### src/param_channel_pkg.sv
package param_channel_pkg;

    // request control codes sent by the master
    localparam logic [7:0] CTRL_NONE = 8'h03;
    localparam logic [7:0] CTRL_READ = 8'h13;
    localparam logic [7:0] CTRL_WR_WORD = 8'h23;
    localparam logic [7:0] CTRL_WR_DWORD = 8'h33;
    // response control codes
    localparam logic [7:0] RESP_PENDING = 8'h03;
    localparam logic [7:0] RESP_OK_WORD = 8'h13;
    localparam logic [7:0] RESP_OK_DWORD = 8'h23;
    localparam logic [7:0] RESP_ERROR = 8'h73;
    // error numbers
    localparam logic [31:0] ERR_NO_PARAM = 32'h0000_1101;
    localparam logic [31:0] ERR_READ_ONLY = 32'h0000_1102;

    // header field positions
    localparam int HDR_INDEX_LSB = 0;
    localparam int HDR_SUB_LSB = 16;
    localparam int HDR_CTRL_LSB = 24;

    // mode command word layout
    localparam int MCMD_MODE_LSB = 0;
    localparam int MCMD_STATE_LSB = 8;
    localparam int MCMD_TOGGLE_BIT = 7;
    // mode status word layout
    localparam int MSTAT_MODE_LSB = 0;
    localparam int MSTAT_FAULT_BIT = 14;
    localparam int MSTAT_TOGGLE_BIT = 7;
    localparam int MSTAT_DONE_BIT = 15;

    // internal apb register offsets
    localparam logic [7:0] OFF_PARAM0 = 8'h00;
    localparam logic [7:0] OFF_PARAM1 = 8'h04;
    localparam logic [7:0] OFF_PARAM2 = 8'h08;
    localparam logic [7:0] OFF_PARAM3 = 8'h0C;
    localparam logic [7:0] OFF_STATUS = 8'h10;
    localparam logic [7:0] OFF_MOVE_LEN = 8'h14;

    // parameter addresses served by the local table
    localparam logic [15:0] PIDX_BASE = 16'h0065;
    localparam logic [7:0] PSUB_BASE = 8'h01;
    localparam int NUM_PARAMS = 4;
    localparam logic [31:0] PARAM0_RESET = 32'h0000_0000;
    localparam logic [15:0] MOVE_LEN_RESET = 16'h0010;

    typedef struct packed {
        logic [7:0] ctrl;
        logic [7:0] sub;
        logic [15:0] index;
    } header_t;

    typedef struct packed {
        logic psel;
        logic penable;
        logic pwrite;
        logic [7:0] paddr;
        logic [31:0] pwdata;
    } apb_req_t;

    typedef enum logic [1:0] {
        MV_IDLE = 2'b00,
        MV_RUN = 2'b01,
        MV_DONE = 2'b10
    } move_state_t;

    // header word to struct
    function automatic header_t unpack_hdr(input logic [31:0] w);
        header_t h;
        h.ctrl = w[HDR_CTRL_LSB +: 8];
        h.sub = w[HDR_SUB_LSB +: 8];
        h.index = w[HDR_INDEX_LSB +: 16];
        return h;
    endfunction : unpack_hdr

endpackage : param_channel_pkg

### src/param_channel_mode_toggle.sv
// Local design decisions: the APB register port and the placing of the registers.
`timescale 1ns/1ns
`default_nettype none
// Function
// master codes requests: 03 none, 13 read, 23 word, 33 dword write
// response 03 while pending, 13 word success, 23 dword success
// failed request returns 73 at once in the same image
// only one request handled at a time, nothing queued
// last response repeated every cycle until a new request
// repeated value responses carry the parameter's current value
// read starts only on a 03 to 13 change
// write starts only on 03 to 23 or 03 to 33
// read ignores the request value and returns parameter value
// write stores request value and returns resulting value
// failure puts error number in the response value field
// master sends 03 for one exchange before the next request
// unknown parameter reports error number 1101 with error code
// master toggles mode bit; status reports toggle and fault bits
// both edges of the commanded toggle bit start an action
// on accept echo toggle and clear done in same response
// done flag set when the started movement finishes
// master polls toggle echo and done flag after starting
// master uses toggle echo to spot very short movements
// header: index bits 0-15, subindex 16-23, control 24-31
// mode command selects state and mode and carries toggle bit
// mode status shows active mode with toggle echo and fault
// index and subindex copied into response header always
// master keeps fields stable while a request is asserted
module param_channel_mode_toggle
    import param_channel_pkg::*;
(
    // clock and reset
    input wire logic clk_sys,
    input wire logic rst_n,
    // cyclic image from the master
    input wire logic [31:0] request_header_out,
    input wire logic [31:0] request_value_out,
    input wire logic [15:0] drive_mode_command_word,
    // cyclic image to the master
    output logic [31:0] response_header_in,
    output logic [31:0] response_value_in,
    output logic [15:0] mode_status_word,
    // drive operating state selected by the master
    output logic [7:0] drive_state_sel,
    // apb slave
    input wire logic psel,
    input wire logic penable,
    input wire logic pwrite,
    input wire logic [7:0] paddr,
    input wire logic [31:0] pwdata,
    output logic [31:0] prdata,
    output logic pready,
    output logic pslverr
);

    typedef struct packed {
        logic [31:0] hdr_s1;
        logic [31:0] hdr_s2;
        logic [31:0] val_s1;
        logic [31:0] val_s2;
        logic [15:0] mcmd_s1;
        logic [15:0] mcmd_s2;
        logic [7:0] prev_ctrl;
        logic [7:0] resp_ctrl;
        logic [7:0] resp_sub;
        logic [15:0] resp_index;
        logic [31:0] resp_err;
        logic resp_has_val;
        logic [1:0] resp_slot;
        logic [31:0] resp_value;
        logic [NUM_PARAMS*32-1:0] params;
        logic toggle_echo;
        logic toggle_prev;
        logic mode_fault;
        logic [7:0] active_mode;
        logic [7:0] state_sel;
        logic [15:0] move_len;
        logic [31:0] prdata;
    } st_t;

    st_t s_reg;
    st_t s_next;
    logic move_start;
    logic move_busy;
    header_t req;
    apb_req_t apb;

    // parameter lookup: returns slot and hit flag
    function automatic logic [2:0] find_param(input header_t h);
        logic [2:0] r;
        r = 3'b000;
        if (h.sub == PSUB_BASE && h.index >= PIDX_BASE &&
            h.index < PIDX_BASE + 16'(NUM_PARAMS)) begin
            r = {1'b1, 2'(h.index - PIDX_BASE)};
        end
        return r;
    endfunction : find_param

    function automatic logic [31:0] param_at(input st_t s,
                                             input logic [1:0] k);
        return s.params[k*32 +: 32];
    endfunction : param_at

    move_timer u_move (
        .clk_sys(clk_sys),
        .rst_n(rst_n),
        .start(move_start),
        .length(s_reg.move_len),
        .busy(move_busy)
    );

    assign req = unpack_hdr(s_reg.hdr_s2);
    assign apb = '{psel: psel, penable: penable, pwrite: pwrite,
                   paddr: paddr, pwdata: pwdata};
    // a toggle edge in either direction starts a move
    assign move_start = s_reg.mcmd_s2[MCMD_TOGGLE_BIT] != s_reg.toggle_prev;

    // next-state logic for the channel, mode handshake and apb
    always_comb begin
        logic [2:0] hit;
        logic is_edge;
        logic chan_wr;
        hit = 3'b000;
        is_edge = 1'b0;
        chan_wr = 1'b0;
        s_next = s_reg;
        // image inputs come from another domain: two stages first
        s_next.hdr_s1 = request_header_out;
        s_next.hdr_s2 = s_reg.hdr_s1;
        s_next.val_s1 = request_value_out;
        s_next.val_s2 = s_reg.val_s1;
        s_next.mcmd_s1 = drive_mode_command_word;
        s_next.mcmd_s2 = s_reg.mcmd_s1;
        s_next.prev_ctrl = req.ctrl;

        // only a change away from 03 is a request edge
        is_edge = (s_reg.prev_ctrl == CTRL_NONE) &&
                  (req.ctrl != CTRL_NONE);
        if (is_edge) begin
            // one request at a time, taken whole, nothing queued
            hit = find_param(req);
            s_next.resp_sub = req.sub;
            s_next.resp_index = req.index;
            s_next.resp_has_val = 1'b0;
            s_next.resp_slot = hit[1:0];
            if (req.ctrl == CTRL_READ) begin
                if (hit[2]) begin
                    // request value ignored on reads
                    s_next.resp_ctrl = RESP_OK_DWORD;
                    s_next.resp_has_val = 1'b1;
                end else begin
                    s_next.resp_ctrl = RESP_ERROR;
                    s_next.resp_err = ERR_NO_PARAM;
                end
            end else if (req.ctrl == CTRL_WR_WORD ||
                         req.ctrl == CTRL_WR_DWORD) begin
                if (!hit[2]) begin
                    s_next.resp_ctrl = RESP_ERROR;
                    s_next.resp_err = ERR_NO_PARAM;
                end else if (hit[1:0] == 2'd3) begin
                    // last slot is read-only: shows the move length
                    s_next.resp_ctrl = RESP_ERROR;
                    s_next.resp_err = ERR_READ_ONLY;
                end else begin
                    // a word write touches the low half only
                    if (req.ctrl == CTRL_WR_WORD) begin
                        s_next.params[hit[1:0]*32 +: 16] = s_reg.val_s2[15:0];
                        s_next.resp_ctrl = RESP_OK_WORD;
                    end else begin
                        s_next.params[hit[1:0]*32 +: 32] = s_reg.val_s2;
                        s_next.resp_ctrl = RESP_OK_DWORD;
                    end
                    s_next.resp_has_val = 1'b1;
                    chan_wr = 1'b1;
                end
            end else begin
                // unknown control code: refuse it the same way
                s_next.resp_ctrl = RESP_ERROR;
                s_next.resp_err = ERR_NO_PARAM;
            end
        end else if (req.ctrl == CTRL_NONE) begin
            // idle channel shows pending code, header still echoed
            s_next.resp_ctrl = RESP_PENDING;
            s_next.resp_sub = req.sub;
            s_next.resp_index = req.index;
            s_next.resp_has_val = 1'b0;
            s_next.resp_err = 32'h0000_0000;
        end
        // otherwise the last response simply stands

        // slot 3 mirrors the move length, always current
        s_next.params[3*32 +: 32] = {16'h0000, s_reg.move_len};

        // value field refreshed every cycle from the live table
        if (s_next.resp_has_val) begin
            s_next.resp_value = param_at(s_next, s_next.resp_slot);
        end else begin
            s_next.resp_value = s_next.resp_err;
        end

        // mode command selects state and mode
        s_next.state_sel = s_reg.mcmd_s2[MCMD_STATE_LSB +: 8];
        if (move_start) begin
            s_next.toggle_prev = s_reg.mcmd_s2[MCMD_TOGGLE_BIT];
            s_next.toggle_echo = s_reg.mcmd_s2[MCMD_TOGGLE_BIT];
            s_next.active_mode = {1'b0,
                                  s_reg.mcmd_s2[MCMD_MODE_LSB +: 7]};
            // zero length move cannot run: flag it
            s_next.mode_fault = (s_reg.move_len == 16'h0000);
        end

        // apb: reads latched in the setup phase, writes take effect in the access phase
        s_next.prdata = 32'h0000_0000;
        if (apb.psel && !apb.penable && !apb.pwrite) begin
            case (apb.paddr)
                OFF_PARAM0: s_next.prdata = param_at(s_reg, 2'd0);
                OFF_PARAM1: s_next.prdata = param_at(s_reg, 2'd1);
                OFF_PARAM2: s_next.prdata = param_at(s_reg, 2'd2);
                OFF_PARAM3: s_next.prdata = param_at(s_reg, 2'd3);
                OFF_STATUS: s_next.prdata = {16'h0000, mode_status_word};
                OFF_MOVE_LEN: s_next.prdata = {16'h0000, s_reg.move_len};
                default: s_next.prdata = 32'h0000_0000;
            endcase
        end
        // software parameter writes lose to a same-cycle channel write; move length writes still land
        if (apb.psel && apb.penable && apb.pwrite && !chan_wr) begin
            case (apb.paddr)
                OFF_PARAM0: s_next.params[0 +: 32] = apb.pwdata;
                OFF_PARAM1: s_next.params[32 +: 32] = apb.pwdata;
                OFF_PARAM2: s_next.params[64 +: 32] = apb.pwdata;
                OFF_MOVE_LEN: s_next.move_len = apb.pwdata[15:0];
                default: s_next.prdata = 32'h0000_0000;
            endcase
        end else if (apb.psel && apb.penable && apb.pwrite &&
                     apb.paddr == OFF_MOVE_LEN) begin
            s_next.move_len = apb.pwdata[15:0];
        end
    end

    // state register
    always_ff @(posedge clk_sys) begin
        if (!rst_n) begin
            s_reg <= '0;
            s_reg.prev_ctrl <= CTRL_NONE;
            // synced header starts idle so no false request edge follows
            s_reg.hdr_s1[HDR_CTRL_LSB +: 8] <= CTRL_NONE;
            s_reg.hdr_s2[HDR_CTRL_LSB +: 8] <= CTRL_NONE;
            s_reg.resp_ctrl <= RESP_PENDING;
            s_reg.params[0 +: 32] <= PARAM0_RESET;
            s_reg.move_len <= MOVE_LEN_RESET;
        end else begin
            s_reg <= s_next;
        end
    end

    // response image
    assign response_header_in = {s_reg.resp_ctrl, s_reg.resp_sub,
                                 s_reg.resp_index};
    assign response_value_in = s_reg.resp_value;
    // done is low while moving, so it reads 0 with the new echo
    always_comb begin
        mode_status_word = 16'h0000;
        mode_status_word[MSTAT_MODE_LSB +: 7] = s_reg.active_mode[6:0];
        mode_status_word[MSTAT_TOGGLE_BIT] = s_reg.toggle_echo;
        mode_status_word[MSTAT_FAULT_BIT] = s_reg.mode_fault;
        mode_status_word[MSTAT_DONE_BIT] = !move_busy;
    end
    assign drive_state_sel = s_reg.state_sel;

    // apb: zero wait states; unmapped addresses read zero, no error
    assign pready = 1'b1;
    assign pslverr = 1'b0;
    assign prdata = s_reg.prdata;

endmodule : param_channel_mode_toggle
`default_nettype wire

### src/move_timer.sv
`timescale 1ns/1ns
`default_nettype none
module move_timer
    import param_channel_pkg::*;
(
    // clock and reset
    input wire logic clk_sys,
    input wire logic rst_n,
    // control
    input wire logic start,
    input wire logic [15:0] length,
    // status
    output logic busy
);

    typedef struct packed {
        move_state_t st;
        logic [15:0] cnt;
    } tmr_t;

    tmr_t s_reg;
    tmr_t s_next;

    // a start during a running move restarts the count
    always_comb begin
        s_next = s_reg;
        case (s_reg.st)
            MV_IDLE, MV_DONE: begin
                if (start) begin
                    s_next.st = MV_RUN;
                    s_next.cnt = length;
                end
            end
            MV_RUN: begin
                if (start) begin
                    s_next.cnt = length;
                end else if (s_reg.cnt == 16'h0000) begin
                    s_next.st = MV_DONE;
                end else begin
                    s_next.cnt = s_reg.cnt - 16'h0001;
                end
            end
            default: begin
                s_next.st = MV_IDLE;
            end
        endcase
    end

    always_ff @(posedge clk_sys) begin
        if (!rst_n) begin
            s_reg <= '{st: MV_IDLE, cnt: 16'h0000};
        end else begin
            s_reg <= s_next;
        end
    end

    assign busy = (s_reg.st == MV_RUN) || start;

endmodule : move_timer
`default_nettype wire

### config.mk
export PLATFORM = sky130hd
export DESIGN_NAME = param_channel_mode_toggle
export DESIGN_NICKNAME = d
export VERILOG_FILES = /design/src/param_channel_pkg.sv /design/src/param_channel_mode_toggle.sv /design/src/move_timer.sv
export SDC_FILE = /design/constraint.sdc
export NUM_CORES = 1
export LEC_CHECK = 0
export ABC_AREA = 1
export ABC_CLOCK_PERIOD_IN_PS = 4200
export BUFFER_PORTS_ARGS = -buffer_cell sky130_fd_sc_hd__buf_2
export CAP_MARGIN = 10
export CORE_MARGIN = 5
export CORE_UTILIZATION = 35
export CTS_BUF_LIST = sky130_fd_sc_hd__clkbuf_8
export CTS_CLUSTER_DIAMETER = 150
export DETAILED_ROUTE_END_ITERATION = 12
export SYNTH_ARGS = -nofsm -noshare
export SYNTH_HDL_FRONTEND = slang
export SYNTH_SLANG_ARGS = --single-unit
### constraint.sdc
create_clock -name clk_sys -period 4.2 [get_ports clk_sys]
set_clock_uncertainty 0.05 [all_clocks]
set_input_delay 1.05 -clock clk_sys [delete_from_list [all_inputs] [get_ports clk_sys]]
set_output_delay 1.05 -clock clk_sys [all_outputs]
set_load 0.01 [all_outputs]
==> flow_summary.toml <==
[run_status]
status = "completed"

[synth]
synth_seq_cells = 458
seq_area_frac_synth_pct = 46.8
synth_commonest_cells = "nand2_1 (712), dfxtp_1 (458), inv_1 (394), nor2_1 (172), o21ai_0 (165)"
synth-edff-count = 0
ys_top_cells_by_area = "dfxtp_1 (47%), nand2_1 (14%), inv_1 (7.5%)"
async_reset_ff_share_pct = 0
netlist_area_um2 = 19600
synth-main-ff-cell = "dfxtp_1"
yosysMostFrequentCell = "nand2_1"
yosysWarnings = 0
avgSynthCellArea_um2 = 7.26
ys_types = 53
postSynthCellCount = 2702
synth_top_area_cell = "dfxtp_1"
synth_top_cell_area_share_pct = 46.8

[cells_and_area]
largest_reg_flops = 196
area_growth_pct = 13.3
final_area_um2 = 22200
stdcell_count = 3621
fin_nets = 2943
fill_cells = 5856
drive_gt1_share_pct = 15.7

[clock_network]
clk_pin_slew_ns = 0.06
h-tree-depth = 3
insertion_delay_ns = 0.67
clockRootBuffer = "clkbuf_8"
numCtsBuffers = 81
cts_tree = "yes"
cts_sinks = 458
ctsResizeCount = 0
cts_setup_buffers = 0
cts.path.max_buffers = 3
cts_hold_buffers = 0

[sta]
rsz0062_at_grt = "no"
max_slew_margin_pct = 19.3
tns_ns = 0
finalSetupViolCount = 0
clock.fmax_mhz = 274
hold_viol_final = 0
finalCritPeriodShare_pct = 86.9
final_max_slew_viol_count = 0
worstMarginPinSlew_ns = 1.21
min_period_ns = 3.65

[flow_run]
max_cap_viol_count = 0

[pwr]
vdd_ir_drop_max_mv = 0.228
total_power_mw = 9.26
power_density_nw_per_um2 = 417
leakagePower_nw = 11.2

[floorplan]
io_pins = 247
die-width_um = 247
die_h_um = 247
rows = 86
core_area_um2 = 55300
start_util_pct = 35.5
die-area_um2 = 60900

[place]
globalplace.congestion = 0.893
portBuffers = 235
dp_hpwl_um = 42600
dp_cells = 3475
place_area_um2 = 20600

[global_route]
grt_pass1_vias = 16159
grt_max_degree = 192
grt_first_pass_wirelength_um = 95000
grt-ovfl-total = 0
gr-usage-all-layers_pct = 20.0
antenna_found_initial = 7

[critical_path]
required_ns = 4.76
endpoint_kind = "flip-flop"
worstSetupStartpointType = "flip-flop"
crit_fanout = 17
worst_ep_arrival_time_ns = 4.21
worst-setup-path-type = "flip-flop to flip-flop"

[detailed_routing]
dr.pass1.iters = 6
antenna_left = 0
vias = 17058
first_iter_violations = 1617
wl_per_cell_um = 17.2
vias_per_cell = 4.71
drcViolationCount = 0
wirelength_um = 62200

[worst_hold_path]
hold_class = "flip-flop to flip-flop"
[path summary, 6_finish.rpt]
kind / start / end / slack [ns] / depth (start not counted)
setup / recovery: req[0] / response_value_in[18] / 0.55 / 17
hold / removal: s_next[406] / req[8] / 0.35 / 2
setup reg to reg: req[0] / response_value_in[18] / 0.55 / 17
hold reg to reg: s_next[406] / req[8] / 0.35 / 2
[logic make-up after synthesis]
| group | count (synthesis) | share of synthesized area [%] |
|---|---|---|
| other cells | 2 | 0.0383 |
| buf+inv | 663 | 15.7 |
| compound gates | 469 | 13.3 |
| simple gates | 1097 | 23.5 |
| flops | 458 | 46.8 |
| xor+xnor | 5 | 0.223 |
| fa+ha+maj | 8 | 0.510 |
[cell usage in the layout (no fill, tap or decap), types with 51 or more instances in the layout]
cell type	count
o21ai_1	51
buf_2	234
inv_1	421
a21oi_1	140
o21ai_0	165
nand3_1	112
nand2_1	712
dfxtp_1	458
clkbuf_8	99
nor2_1	172
[critical path, cell delays in order, from the launching register on]
cell and delay (ns):
dfxtp_1 0.33, inv_1 0.11, ha_1 0.20, nand2_1 0.08
a21oi_1 0.26, nor2_4 0.09, nand3_2 0.32, clkinv_1 0.16
ha_1 0.29, nor2_1 0.37, nand2_4 0.25, nor2_4 0.46
nand2_1 0.16, nand3_1 0.10, nand2_1 0.06, o21ai_1 0.15
nand2_1 0.06, nand2_1 0.08
[area by class of cell]
type | count | area [um^2] | share of cell area (%)
well taps | 748 | 936 | 4.21
clock inverters | 43 | 287 | 1.29
multi-input cells | 1590 | 7430 | 33.4
clock buffers | 99 | 1360 | 6.13
repair buffers | 269 | 1490 | 6.71
diodes | 4 | 10.0 | 0.0450
inverters | 410 | 1540 | 6.94
flip-flops and latches | 458 | 9170 | 41.3
[where the power goes]
group	switching [mW]	internal, mW
logic	0.387	0.182
registers	0.0580	4.47
clock network	1.89	2.28
total	2.33	6.93
[through the flow]
step / hold slack, ns / utilization [%] / worst slack, ns
6_report: 0.347 / 40.2 / 0.552
3_5_place_dp: 0.347 / 37.2 / 0.611
2_1_floorplan: 0.340 / - / 0.980
5_1_grt: 0.366 / 40.2 / 0.183
3_3_place_gp: 0.341 / 37.2 / 0.660
4_1_cts: 0.346 / 40.2 / 0.555
[metal layers]
layer  vias to the layer above  GRT usage, %  wire [um]
met1                      7616          27.9      27800
met2                       753          30.0      26700
met3                       115          5.37       5970
li1                       8568             -          -
met5                         -             0         34
met4                         6          7.14       1760
Note: power is estimated with default switching activity, not from simulation.
